### src/rtl/hmcr_pkg.sv
package hmcr_pkg;
  // Link side: page-0 offsets
  localparam logic [3:0] HMCR_OFS_MODE_CFG = 4'h0_00B;
  localparam logic [3:0] HMCR_OFS_NONE = 4'h0_000;
  // Mode configuration field positions
  localparam int HMCR_B_MEDIA_LO = 0;
  localparam int HMCR_B_MEDIA_HI = 1;
  localparam int HMCR_B_LINK = 2;
  localparam int HMCR_B_WIDE = 3;
  localparam int HMCR_B_RSVD = 4;
  localparam int HMCR_B_WAITV = 5;
  localparam int HMCR_B_BOOTW = 6;
  localparam int HMCR_B_EEPROM_RELOAD_TRIGGER = 7;
  // Media select codes
  localparam logic [1:0] HMCR_MEDIA_TP_STD = 2'h0_000;
  localparam logic [1:0] HMCR_MEDIA_THIN = 2'h0_001;
  localparam logic [1:0] HMCR_MEDIA_THICK = 2'h0_002;
  localparam logic [1:0] HMCR_MEDIA_TP_LOW = 2'h0_003;
  // Reset values
  localparam logic [1:0] HMCR_RST_MEDIA = 2'h0_000;
  localparam logic HMCR_RST_BIT = 1'b0;
  localparam logic [7:0] HMCR_RST_BYTE = 8'h0_000;
  // Host controller register offsets and fields
  localparam logic [2:0] HMCR_H_CTRL = 3'h0_000;
  localparam logic [2:0] HMCR_H_WDATA = 3'h0_001;
  localparam logic [2:0] HMCR_H_RDATA = 3'h0_002;
  localparam logic [2:0] HMCR_H_STAT = 3'h0_003;
  localparam logic [2:0] HMCR_H_MASK = 3'h0_004;
  localparam int HMCR_C_WRITE = 4;
  localparam int HMCR_C_NOWAIT = 5;
  localparam int HMCR_S_BUSY = 0;
  localparam int HMCR_S_DONE = 1;
  localparam int HMCR_S_WAIT = 2;
  localparam int HMCR_S_TOUT = 3;
  localparam int HMCR_MAX_WAIT = 255;
  // Host link sequencer states
  typedef enum logic [4:0] {
    HMCR_IDLE = 5'b00001,
    HMCR_SETUP = 5'b00010,
    HMCR_STRB = 5'b00100,
    HMCR_HOLD = 5'b01000,
    HMCR_END = 5'b10000
  } hmcr_hstate_t;
endpackage : hmcr_pkg

### src/rtl/hmcr_link_if.sv
`timescale 1ns/1ps
interface hmcr_link_if;
  logic [3:0] bus_addr;
  logic [7:0] bus_wdata;
  logic cyc_sel;
  logic io_rd;
  logic io_wr;
  logic [7:0] bus_rdata;
  logic chan_rdy;
  logic wide_cycle;
  modport dev (
    input bus_addr, bus_wdata, cyc_sel, io_rd, io_wr,
    output bus_rdata, chan_rdy, wide_cycle
  );
  modport host (
    output bus_addr, bus_wdata, cyc_sel, io_rd, io_wr,
    input bus_rdata, chan_rdy, wide_cycle
  );
endinterface : hmcr_link_if

### src/rtl/hmcr_device.sv
// Overview of operation
// Read of offset 0BH returns mode register
// Write 0BH updates only right after read
// Otherwise write 0BH goes to byte count
// Bits 0-1 select media type
// Twisted pair modes use twisted-pair lines
// Coax type pin: thick low, thin high
// Reduced squelch mode lowers receive thresholds
// Bit 2 one disables link pulses, checks
// Link status reads 0: coax or bad
// Link status reads 1: good or disabled
// Bit 3 delays wide indication to strobe
// Software keeps reserved bit 4 zero
// Bus error set on ignored wait states
// Writing one clears bus error flag
// Bit 6 low blocks boot memory writes
// Writing one to bit 7 starts reload
// Bit 7 never high from straps
// No read-modify-write of this register
//
// Decided for this implementation: the strobed register port.
`timescale 1ns/1ps
module hmcr_device (
  input wire logic ref_clk_in,
  input wire logic rstn_in,
  hmcr_link_if.dev link,
  input wire logic link_good_in,
  input wire logic insert_wait_in,
  input wire logic boot_wr_req_in,
  output logic twisted_pair_port_out,
  output logic coax_thin_out,
  output logic reduced_squelch_out,
  output logic link_test_off_out,
  output logic link_led_out,
  output logic boot_wr_out,
  output logic eeprom_reload_out,
  output logic [7:0] remote_count_hi_out
);
  import hmcr_pkg::*;

  logic [1:0] media_select_reg;
  logic link_check_off_reg;
  logic wide_cycle_signal_timing_reg;
  logic rsvd_reg;
  logic wait_violation_flag_reg;
  logic boot_rom_write_allow_reg;
  logic unlock_reg;
  logic rd_d_reg;
  logic wr_d_reg;
  logic violation;
  logic rd_rise;
  logic wr_rise;
  logic hit_cfg;
  logic cfg_wr;
  logic link_status;
  logic media_tp;
  logic [7:0] cfg_read;

  // Decoding used for link status reads and pin drive
  function automatic logic is_tp(input logic [1:0] sel);
    return (sel == HMCR_MEDIA_TP_STD) || (sel == HMCR_MEDIA_TP_LOW);
  endfunction : is_tp

  assign rd_rise = link.io_rd && !rd_d_reg;
  assign wr_rise = link.io_wr && !wr_d_reg;
  assign hit_cfg = link.cyc_sel && (link.bus_addr == HMCR_OFS_MODE_CFG);
  assign cfg_wr = wr_rise && hit_cfg && unlock_reg;
  assign media_tp = is_tp(media_select_reg);
  // LED follows this status: coax forces 0, otherwise disabled forces 1
  assign link_status = media_tp
      && (link_check_off_reg || link_good_in);

  // Bit 7 always reads 0: the reload trigger does not hold
  always_comb begin
    cfg_read = HMCR_RST_BYTE;
    cfg_read[HMCR_B_MEDIA_HI:HMCR_B_MEDIA_LO] = media_select_reg;
    cfg_read[HMCR_B_LINK] = link_status;
    cfg_read[HMCR_B_WIDE] = wide_cycle_signal_timing_reg;
    cfg_read[HMCR_B_RSVD] = rsvd_reg;
    cfg_read[HMCR_B_WAITV] = wait_violation_flag_reg;
    cfg_read[HMCR_B_BOOTW] = boot_rom_write_allow_reg;
  end

  // Strobe history for one action per access
  always_ff @(posedge ref_clk_in or negedge rstn_in) begin
    if (!rstn_in) begin
      rd_d_reg <= 1'b0;
      wr_d_reg <= 1'b0;
    end else begin
      rd_d_reg <= link.io_rd;
      wr_d_reg <= link.io_wr;
    end
  end

  // Unlock armed by a read of 0BH, lost on any other access
  always_ff @(posedge ref_clk_in or negedge rstn_in) begin
    if (!rstn_in) begin
      unlock_reg <= 1'b0;
    end else if (rd_rise && link.cyc_sel) begin
      unlock_reg <= hit_cfg;
    end else if (wr_rise && link.cyc_sel) begin
      unlock_reg <= 1'b0;
    end
  end

  // Plain register fields, written only when unlocked
  always_ff @(posedge ref_clk_in or negedge rstn_in) begin
    if (!rstn_in) begin
      media_select_reg <= HMCR_RST_MEDIA;
      link_check_off_reg <= HMCR_RST_BIT;
      wide_cycle_signal_timing_reg <= HMCR_RST_BIT;
      rsvd_reg <= HMCR_RST_BIT;
      boot_rom_write_allow_reg <= HMCR_RST_BIT;
    end else if (cfg_wr) begin
      media_select_reg <=
          link.bus_wdata[HMCR_B_MEDIA_HI:HMCR_B_MEDIA_LO];
      link_check_off_reg <= link.bus_wdata[HMCR_B_LINK];
      wide_cycle_signal_timing_reg <= link.bus_wdata[HMCR_B_WIDE];
      // Stored as written; software is expected to keep it 0
      rsvd_reg <= link.bus_wdata[HMCR_B_RSVD];
      boot_rom_write_allow_reg <= link.bus_wdata[HMCR_B_BOOTW];
    end
  end

  // Locked write at 0BH lands in the upper byte count
  always_ff @(posedge ref_clk_in or negedge rstn_in) begin
    if (!rstn_in) begin
      remote_count_hi_out <= HMCR_RST_BYTE;
    end else if (wr_rise && hit_cfg && !unlock_reg) begin
      remote_count_hi_out <= link.bus_wdata;
    end
  end

  // Sticky bus error; a new violation beats a same-cycle clear
  always_ff @(posedge ref_clk_in or negedge rstn_in) begin
    if (!rstn_in) begin
      wait_violation_flag_reg <= HMCR_RST_BIT;
    end else if (violation) begin
      wait_violation_flag_reg <= 1'b1;
    end else if (cfg_wr && link.bus_wdata[HMCR_B_WAITV]) begin
      wait_violation_flag_reg <= 1'b0;
    end
  end

  // Reload trigger is a one-cycle pulse, never a stored level
  always_ff @(posedge ref_clk_in or negedge rstn_in) begin
    if (!rstn_in) begin
      eeprom_reload_out <= 1'b0;
    end else begin
      eeprom_reload_out <= cfg_wr
          && link.bus_wdata[HMCR_B_EEPROM_RELOAD_TRIGGER];
    end
  end

  // Wait request only once a strobe is active
  always_ff @(posedge ref_clk_in or negedge rstn_in) begin
    if (!rstn_in) begin
      link.chan_rdy <= 1'b1;
    end else begin
      link.chan_rdy <= !((link.io_rd || link.io_wr) && insert_wait_in);
    end
  end

  hmcr_wait_mon u_wait_mon (
    .ref_clk_in(ref_clk_in),
    .rstn_in(rstn_in),
    .strobe_in(link.io_rd || link.io_wr),
    .wait_req_in(!link.chan_rdy),
    .violation_out(violation)
  );

  // Read data; other page-0 offsets are outside this block
  always_ff @(posedge ref_clk_in or negedge rstn_in) begin
    if (!rstn_in) begin
      link.bus_rdata <= HMCR_RST_BYTE;
    end else if (hit_cfg) begin
      link.bus_rdata <= cfg_read;
    end else begin
      link.bus_rdata <= HMCR_RST_BYTE;
    end
  end

  // Wide cycle: on decode alone, or delayed to the strobe
  always_ff @(posedge ref_clk_in or negedge rstn_in) begin
    if (!rstn_in) begin
      link.wide_cycle <= 1'b0;
    end else if (wide_cycle_signal_timing_reg) begin
      link.wide_cycle <= link.cyc_sel
          && (link.io_rd || link.io_wr);
    end else begin
      link.wide_cycle <= link.cyc_sel;
    end
  end

  // Media pins; thick coax drives the converter enable low
  always_ff @(posedge ref_clk_in or negedge rstn_in) begin
    if (!rstn_in) begin
      twisted_pair_port_out <= 1'b0;
      coax_thin_out <= 1'b0;
      reduced_squelch_out <= 1'b0;
    end else begin
      twisted_pair_port_out <= media_tp;
      coax_thin_out <= (media_select_reg == HMCR_MEDIA_THIN);
      reduced_squelch_out <=
          (media_select_reg == HMCR_MEDIA_TP_LOW);
    end
  end

  // Link test control, LED and boot memory write gate
  always_ff @(posedge ref_clk_in or negedge rstn_in) begin
    if (!rstn_in) begin
      link_test_off_out <= 1'b0;
      link_led_out <= 1'b0;
      boot_wr_out <= 1'b0;
    end else begin
      link_test_off_out <= link_check_off_reg;
      link_led_out <= link_status;
      boot_wr_out <= boot_wr_req_in
          && boot_rom_write_allow_reg;
    end
  end
endmodule : hmcr_device

### src/rtl/hmcr_wait_mon.sv
`timescale 1ns/1ps
module hmcr_wait_mon (
  input wire logic ref_clk_in,
  input wire logic rstn_in,
  input wire logic strobe_in,
  input wire logic wait_req_in,
  output logic violation_out
);
  logic strobe_d_reg;

  // Previous strobe level for fall detection
  always_ff @(posedge ref_clk_in or negedge rstn_in) begin
    if (!rstn_in) begin
      strobe_d_reg <= 1'b0;
    end else begin
      strobe_d_reg <= strobe_in;
    end
  end

  // Strobe ended while wait was still requested: cycle cut short
  always_ff @(posedge ref_clk_in or negedge rstn_in) begin
    if (!rstn_in) begin
      violation_out <= 1'b0;
    end else begin
      violation_out <= strobe_d_reg && !strobe_in && wait_req_in;
    end
  end
endmodule : hmcr_wait_mon

### src/flat_wrapper.sv
// flat-port wrapper written by rule: the top's interface ports become plain ports
module hmcr_device_flat import hmcr_pkg::*;
  (ref_clk_in, rstn_in, link_good_in, insert_wait_in, boot_wr_req_in, twisted_pair_port_out, coax_thin_out, reduced_squelch_out, link_test_off_out, link_led_out, boot_wr_out, eeprom_reload_out, remote_count_hi_out, link_bus_addr, link_bus_wdata, link_cyc_sel, link_io_rd, link_io_wr, link_bus_rdata, link_chan_rdy, link_wide_cycle);
  hmcr_link_if link_i ();
  input wire logic ref_clk_in;
  input wire logic rstn_in;
  input wire logic link_good_in;
  input wire logic insert_wait_in;
  input wire logic boot_wr_req_in;
  output logic twisted_pair_port_out;
  output logic coax_thin_out;
  output logic reduced_squelch_out;
  output logic link_test_off_out;
  output logic link_led_out;
  output logic boot_wr_out;
  output logic eeprom_reload_out;
  output logic [7:0] remote_count_hi_out;
  input wire logic [$bits(link_i.bus_addr)-1:0] link_bus_addr;
  input wire logic [$bits(link_i.bus_wdata)-1:0] link_bus_wdata;
  input wire logic [$bits(link_i.cyc_sel)-1:0] link_cyc_sel;
  input wire logic [$bits(link_i.io_rd)-1:0] link_io_rd;
  input wire logic [$bits(link_i.io_wr)-1:0] link_io_wr;
  output wire logic [$bits(link_i.bus_rdata)-1:0] link_bus_rdata;
  output wire logic [$bits(link_i.chan_rdy)-1:0] link_chan_rdy;
  output wire logic [$bits(link_i.wide_cycle)-1:0] link_wide_cycle;
  assign link_i.bus_addr = link_bus_addr;
  assign link_i.bus_wdata = link_bus_wdata;
  assign link_i.cyc_sel = link_cyc_sel;
  assign link_i.io_rd = link_io_rd;
  assign link_i.io_wr = link_io_wr;
  assign link_bus_rdata = link_i.bus_rdata;
  assign link_chan_rdy = link_i.chan_rdy;
  assign link_wide_cycle = link_i.wide_cycle;
  hmcr_device u_core (.ref_clk_in(ref_clk_in), .rstn_in(rstn_in), .link(link_i), .link_good_in(link_good_in), .insert_wait_in(insert_wait_in), .boot_wr_req_in(boot_wr_req_in), .twisted_pair_port_out(twisted_pair_port_out), .coax_thin_out(coax_thin_out), .reduced_squelch_out(reduced_squelch_out), .link_test_off_out(link_test_off_out), .link_led_out(link_led_out), .boot_wr_out(boot_wr_out), .eeprom_reload_out(eeprom_reload_out), .remote_count_hi_out(remote_count_hi_out));
endmodule
### config.mk
export PLATFORM = sky130hd
export DESIGN_NAME = hmcr_device_flat
export DESIGN_NICKNAME = d
export VERILOG_FILES = /design/src/rtl/hmcr_pkg.sv /design/src/rtl/hmcr_link_if.sv /design/src/rtl/hmcr_device.sv /design/src/rtl/hmcr_wait_mon.sv /design/src/flat_wrapper.sv
export SDC_FILE = /design/constraint.sdc
export NUM_CORES = 1
export LEC_CHECK = 0
export BUFFER_PORTS_ARGS = -buffer_cell sky130_fd_sc_hd__buf_2
export CORE_ASPECT_RATIO = 0.6
export CORE_MARGIN = 1
export CORE_UTILIZATION = 35
export DETAILED_ROUTE_END_ITERATION = 8
export PLACE_DENSITY = 0.56
export SLEW_MARGIN = 20
export SYNTH_ARGS = -nofsm -noshare
export SYNTH_HDL_FRONTEND = slang
export SYNTH_SLANG_ARGS = --single-unit
### constraint.sdc
create_clock -name ref_clk_in -period 1.5 [get_ports ref_clk_in]
set_input_delay 0.15 -clock ref_clk_in [delete_from_list [all_inputs] [get_ports ref_clk_in]]
set_output_delay 0.15 -clock ref_clk_in [all_outputs]
set_load 0.02 [all_outputs]
Word level (Yosys, flattened, before mapping) --
Cells that the tools add are included.
Word-level totals: output and inout bits 25, register bits 37, bits of input ports 20, logic and storage cells 59
Operators by class: eq/ne operators 3, muxes and demuxes 6, reductions and logical operators 28
Operators with widths (number):
- $logic_and 1x1->1 | 16
- $mux 7 | 1
- $logic_not 1->1 | 6
- $mux 1 | 5
- $eq 4x4->1 const B | 1
- $reduce_bool 2->1 | 2
- $logic_or 1x1->1 | 3
- $eq 2x1->1 const B | 1
- $eq 2x2->1 const B | 1
- $logic_not 2->1 | 1

Longest topological paths before layout --
depth in word-level cells 7, depth in mapped cells 4, gate-level depth less buffers 4

Hierarchy --
Synthesis repeated with hierarchy kept, for this count alone.
Unflattened totals: cell total of the unflattened synthesis 85, area total of the unflattened synthesis 1336.3 µm²
By module, submodules not included:
- hmcr_device | instances 1, sequential area each 852.1 µm², area an instance 1277.5 µm², cells each 82
- hmcr_wait_mon | instances 1, sequential area each 50.0 µm², area an instance 58.8 µm², cells each 3

Worst setup path after synthesis --
No wires, ideal clock.
path kind flip-flop to flip-flop, start reg u_core.wr_d_reg, end reg u_core.boot_rom_write_allow_reg, path slack 208 ps, arrival time 1167 ps, period minus slack after synthesis 1292 ps, required time 1375 ps, setup time 125 ps, stages on the path, launching flop included 4, path buffers 0, cells stage by stage dfrtp_1 > nand4b_1 > nor2_2 > mux2_2
On the way: cells in the longest elaborated chain, start to end 4
Ends and longest elaborated chain:
- start, declared | line hmcr_device.sv:49 | logic wr_d_reg;
- start signal, assigned | line hmcr_device.sv:91 | wr_d_reg <= link.io_wr;
- $logic_not 1->1 | line hmcr_device.sv:65 | assign wr_rise = link.io_wr && !wr_d_reg;
- $logic_and 1x1->1 | line hmcr_device.sv:65
- $logic_and 1x1->1 (2 in a row) | line hmcr_device.sv:67 | assign cfg_wr = wr_rise && hit_cfg && unlock_reg;
- end signal, assigned | line hmcr_device.sv:121 | boot_rom_write_allow_reg <= link.bus_wdata[HMCR_B_BOOTW];
- end, declared | line hmcr_device.sv:46 | logic boot_rom_write_allow_reg;
Every way passes these cells. A chain may end at the register's enable or synchronous reset.

Worst setup path after layout --
start reg u_core.wr_d_reg, end reg u_core.remote_count_hi_out[1]
On the way: cells in the longest elaborated chain, start to end 4
Ends and longest elaborated chain:
- $logic_not 1->1 | line hmcr_device.sv:65
- $logic_and 1x1->1 | line hmcr_device.sv:65
- $logic_and 1x1->1 (2 in a row) | line hmcr_device.sv:129 | end else if (wr_rise && hit_cfg && !unlock_reg) begin
- end signal, assigned | line hmcr_device.sv:130 | remote_count_hi_out <= link.bus_wdata;
- end, declared | line hmcr_device.sv:37 | output logic [7:0] remote_count_hi_out
Every way passes these cells.

==> results.toml <==
[run_status]
status = "finished clean"

[synth]
ys.warnings.count = 0
muxShareOfSynthArea_pct = 14.1
synth_top_area_cell = "dfrtp_1"
avgSynthCellArea_um2 = 15.6
synthAdderAreaFrac_pct = 1.88
synth-compound-area-share_pct = 2.73
synth.area.top_cells = "dfrtp_1 66%, mux2_4 9.0%, mux2_2 5.1%, and2_1 4.2%, dfstp_2 2.0%"
syn_area_mm2 = 0.00133
yosysSeqAreaShare_pct = 67.8
yosysUniqueCellTypes = 25
synth_top_family_by_area = "multiplexers"
syn_inst = 85
synthSimpleGateAreaFrac_pct = 10.9
synth-seq-cells = 36
synth_top_area_share_pct = 65.9
syn_nets = 107
synth-xor-area-share_pct = 0

[global_routing]
grt_first_pass_wirelength_um = 4090
met2_usage_pct = 20.4
top_usage_layer = "met2"
track_usage_pct = 14.4
grt_start_max_net_pins = 21
antenna_found_initial = 0
met3_usage_pct = 6.48
grt_util_met1_pct = 19.3
grt_pass1_vias = 859
grt.overflow.total = 0

[sta]
finalHoldViolCount = 0
setup_violations = 0
drv_slew = 0
tightest_slew_ps = 515
rsz0062_at_grt = "no"
finClkSkew_ps = 2.92
relSlewSlack_pct = 65.5
period_share_pct = 90.9
fmax_mhz = 734
fin_crit_ps = 1360
tns_ps = 0

[worst_setup_path]
cp_top_family = "flip-flops"
cp-end-kind = "register"
cpPeakStageDelay_ps = 380
startpoint_type = "register"
path_cells = "nand4b_1, nand2b_1, buf_4, mux2_4"
path_max_fanout = 8
critPathRequiredTime_ps = 1670
path_class = "reg2reg"
cp.depth = 4
crit_slowest_cell = "dfrtp_1"
worst_ep_arrival_time_ps = 1530
crit_buf_inv = 1
r2r_cells = 4

[job]
maxCapViolCount = 0

[cts]
cts_max_level = 2
numCtsBuffers = 5
cts_resized = 0
clockBufferDepth = 2
cts.sinks = 36
worstSkewPairLatency_ps = 280
cts_tree = "yes"
clockRootBuffer = "clkbuf_8"
clk_pin_slew_ps = 70

[floorplanning]
pin_count = 45
dieArea_mm2 = 0.00406
start_util_pct = 38.6
die_x_um = 81.6
core_mm2 = 0.00344
fp-row-count = 16
die-height_um = 49.8

[routing]
drtAntennaViolNets = 0
routed_wl_um = 2440
vias = 839
wl_per_cell_um = 13.1
drtIter0Drc = 20
drt_pass1_iterations = 3
post-route-drc-count = 0
vias_per_cell = 4.49

[layout]
drive_above_1_share_pct = 50.0
nNetsFinal = 163
largest_register_ffs = 8
area_growth_syn_to_layout_pct = 30.9
layout.cells.non_filler = 187
n_antenna_cell = 0

[placed_design]
gp_congestion = 0.714
dp.cells = 176
dp_hpwl_um = 1870
portBuffers = 43

[hold_path]
whs_path_depth = 1
hold_path.class = "in2reg"

[power]
p_per_area_mw_per_mm2 = 1110
p_leak_nw = 0.941
vdd_drop_max_mv = 0.421
-- where the power goes --
| group | total [mW] | internal, mW | switching [mW] |
|---|---|---|---|
| combinational | 0.207 | 0.0973 | 0.110 |
| clock | 0.689 | 0.374 | 0.315 |
| sequential | 1.04 | 1.01 | 0.0226 |
-- layout make-up --
cell class	instances	area [um2]
flip-flops and latches	36	902
clock buffers	8	90.1
inverters	3	11.3
multi-input cells	44	398
fillers	329	1700
well taps	45	56.3
repair buffers	51	283
-- layout by cell type, fill, tap and decap left out --
cell type | Yosys | routed
a31oi_1 | 1 | 1
dfstp_2 | 1 | 1
nand3_1 | 1 | 1
nand2_1 | 1 | 1
clkbuf_8 | 0 | 6
dfrtp_1 | 35 | 35
mux2_2 | 6 | 6
o21a_1 | 1 | 1
buf_4 | 1 | 5
clkbuf_1 | 0 | 2
buf_2 | 0 | 43
conb_1 | 1 | 1
dlygate4sd3_1 | 0 | 3
nor3b_1 | 1 | 1
nor3b_2 | 1 | 1
inv_1 | 3 | 3
nor2_1 | 2 | 2
ha_1 | 2 | 2
o21ai_0 | 1 | 1
mux2_4 | 8 | 8
nor2_2 | 1 | 1
nor4bb_1 | 1 | 1
a32o_1 | 1 | 1
and2_1 | 9 | 9
a21boi_0 | 1 | 1
nand4b_1 | 2 | 2
nor2b_1 | 2 | 2
nand2b_1 | 1 | 1
-- per-layer routing --
metal	routed length (um)	up-vias	share of wire (%)
met5	0	-	0
met4	35	0	1.4
met3	206	7	8.4
met2	1040	32	43
met1	1150	408	47
li1	-	392	-
-- worst reg2reg max path: cells and delay by family, from the launching register on --
family | cells | cell delay (ps)
mux | 1 | 310
simple gates | 2 | 360
flops | 1 | 380
buf+inv | 1 | 190
-- synthesized netlist by cell type (all sizes together) --
| cell | number |
|---|---|
| a21boi | 1 |
| inv | 3 |
| mux2 | 14 |
| nand2b | 1 |
| dfrtp | 35 |
| ha | 2 |
| nand3 | 1 |
| o21a | 1 |
| nand2 | 1 |
| nand4b | 2 |
| o21ai | 1 |
| nor2 | 3 |
| a31oi | 1 |
| buf | 2 |
| nor2b | 2 |
| nor3b | 2 |
| nor4bb | 1 |
| a32o | 1 |
| conb | 1 |
| dfstp | 1 |
| and2 | 9 |
-- stage by stage --
step / setup slack [ps] / area [um2] / total power, mW / hold slack (ps) / utilization (%)
after CTS: 129 / 1740 / 1.96 / 11.9 / 50.5
after global placement: 181 / 1620 / 1.25 / 101 / 47.1
after detailed placement: 143 / 1620 / 1.26 / 112 / 47.1
after floorplan: 208 / 1330 / 1.16 / -146 / -
final: 137 / 1740 / 1.93 / 12.0 / 50.5
after global routing: 48.0 / 1740 / 2.04 / 8.18 / 50.5
-- cells by family (layout without fill, tap and decap cells) --
| family | count (synthesis) | count (layout) |
|---|---|---|
| adders and majority gates | 2 | 2 |
| DFF | 36 | 36 |
| AOI/OAI and AO/OA | 5 | 5 |
| buffers and inverters | 5 | 62 |
| muxes | 14 | 14 |
| and+or+nand+nor | 22 | 22 |
| other | 1 | 1 |
-- what timing repair did --
action	CTS	global route
buffers inserted	0	0
hold endpoints to repair	19	0
endpoints found under the setup margin	0	0
hold buffers	3	0
-- path summary, 6_finish.rpt --
check / startpoint / to / slack (ps)
worst max-delay path: u_core.wr_d_reg$_DFF_PN0_ / u_core.remote_count_hi_out[1]$_DFFE_PN0P_ / 140
max in group asynchronous: rstn_in / u_core.link.bus_rdata[4]$_DFF_PN0_ / 670
worst min register to register: u_core.link_check_off_reg$_DFFE_PN0N_ / u_core.link_test_off_out$_DFF_PN0_ / 420
worst max register to register: u_core.wr_d_reg$_DFF_PN0_ / u_core.remote_count_hi_out[1]$_DFFE_PN0P_ / 140
worst min-delay path: link_io_wr / u_core.wr_d_reg$_DFF_PN0_ / 10
min in group asynchronous: rstn_in / u_core.link.bus_rdata[5]$_DFF_PN0_ / 330
(Power assumes the default switching activity.)
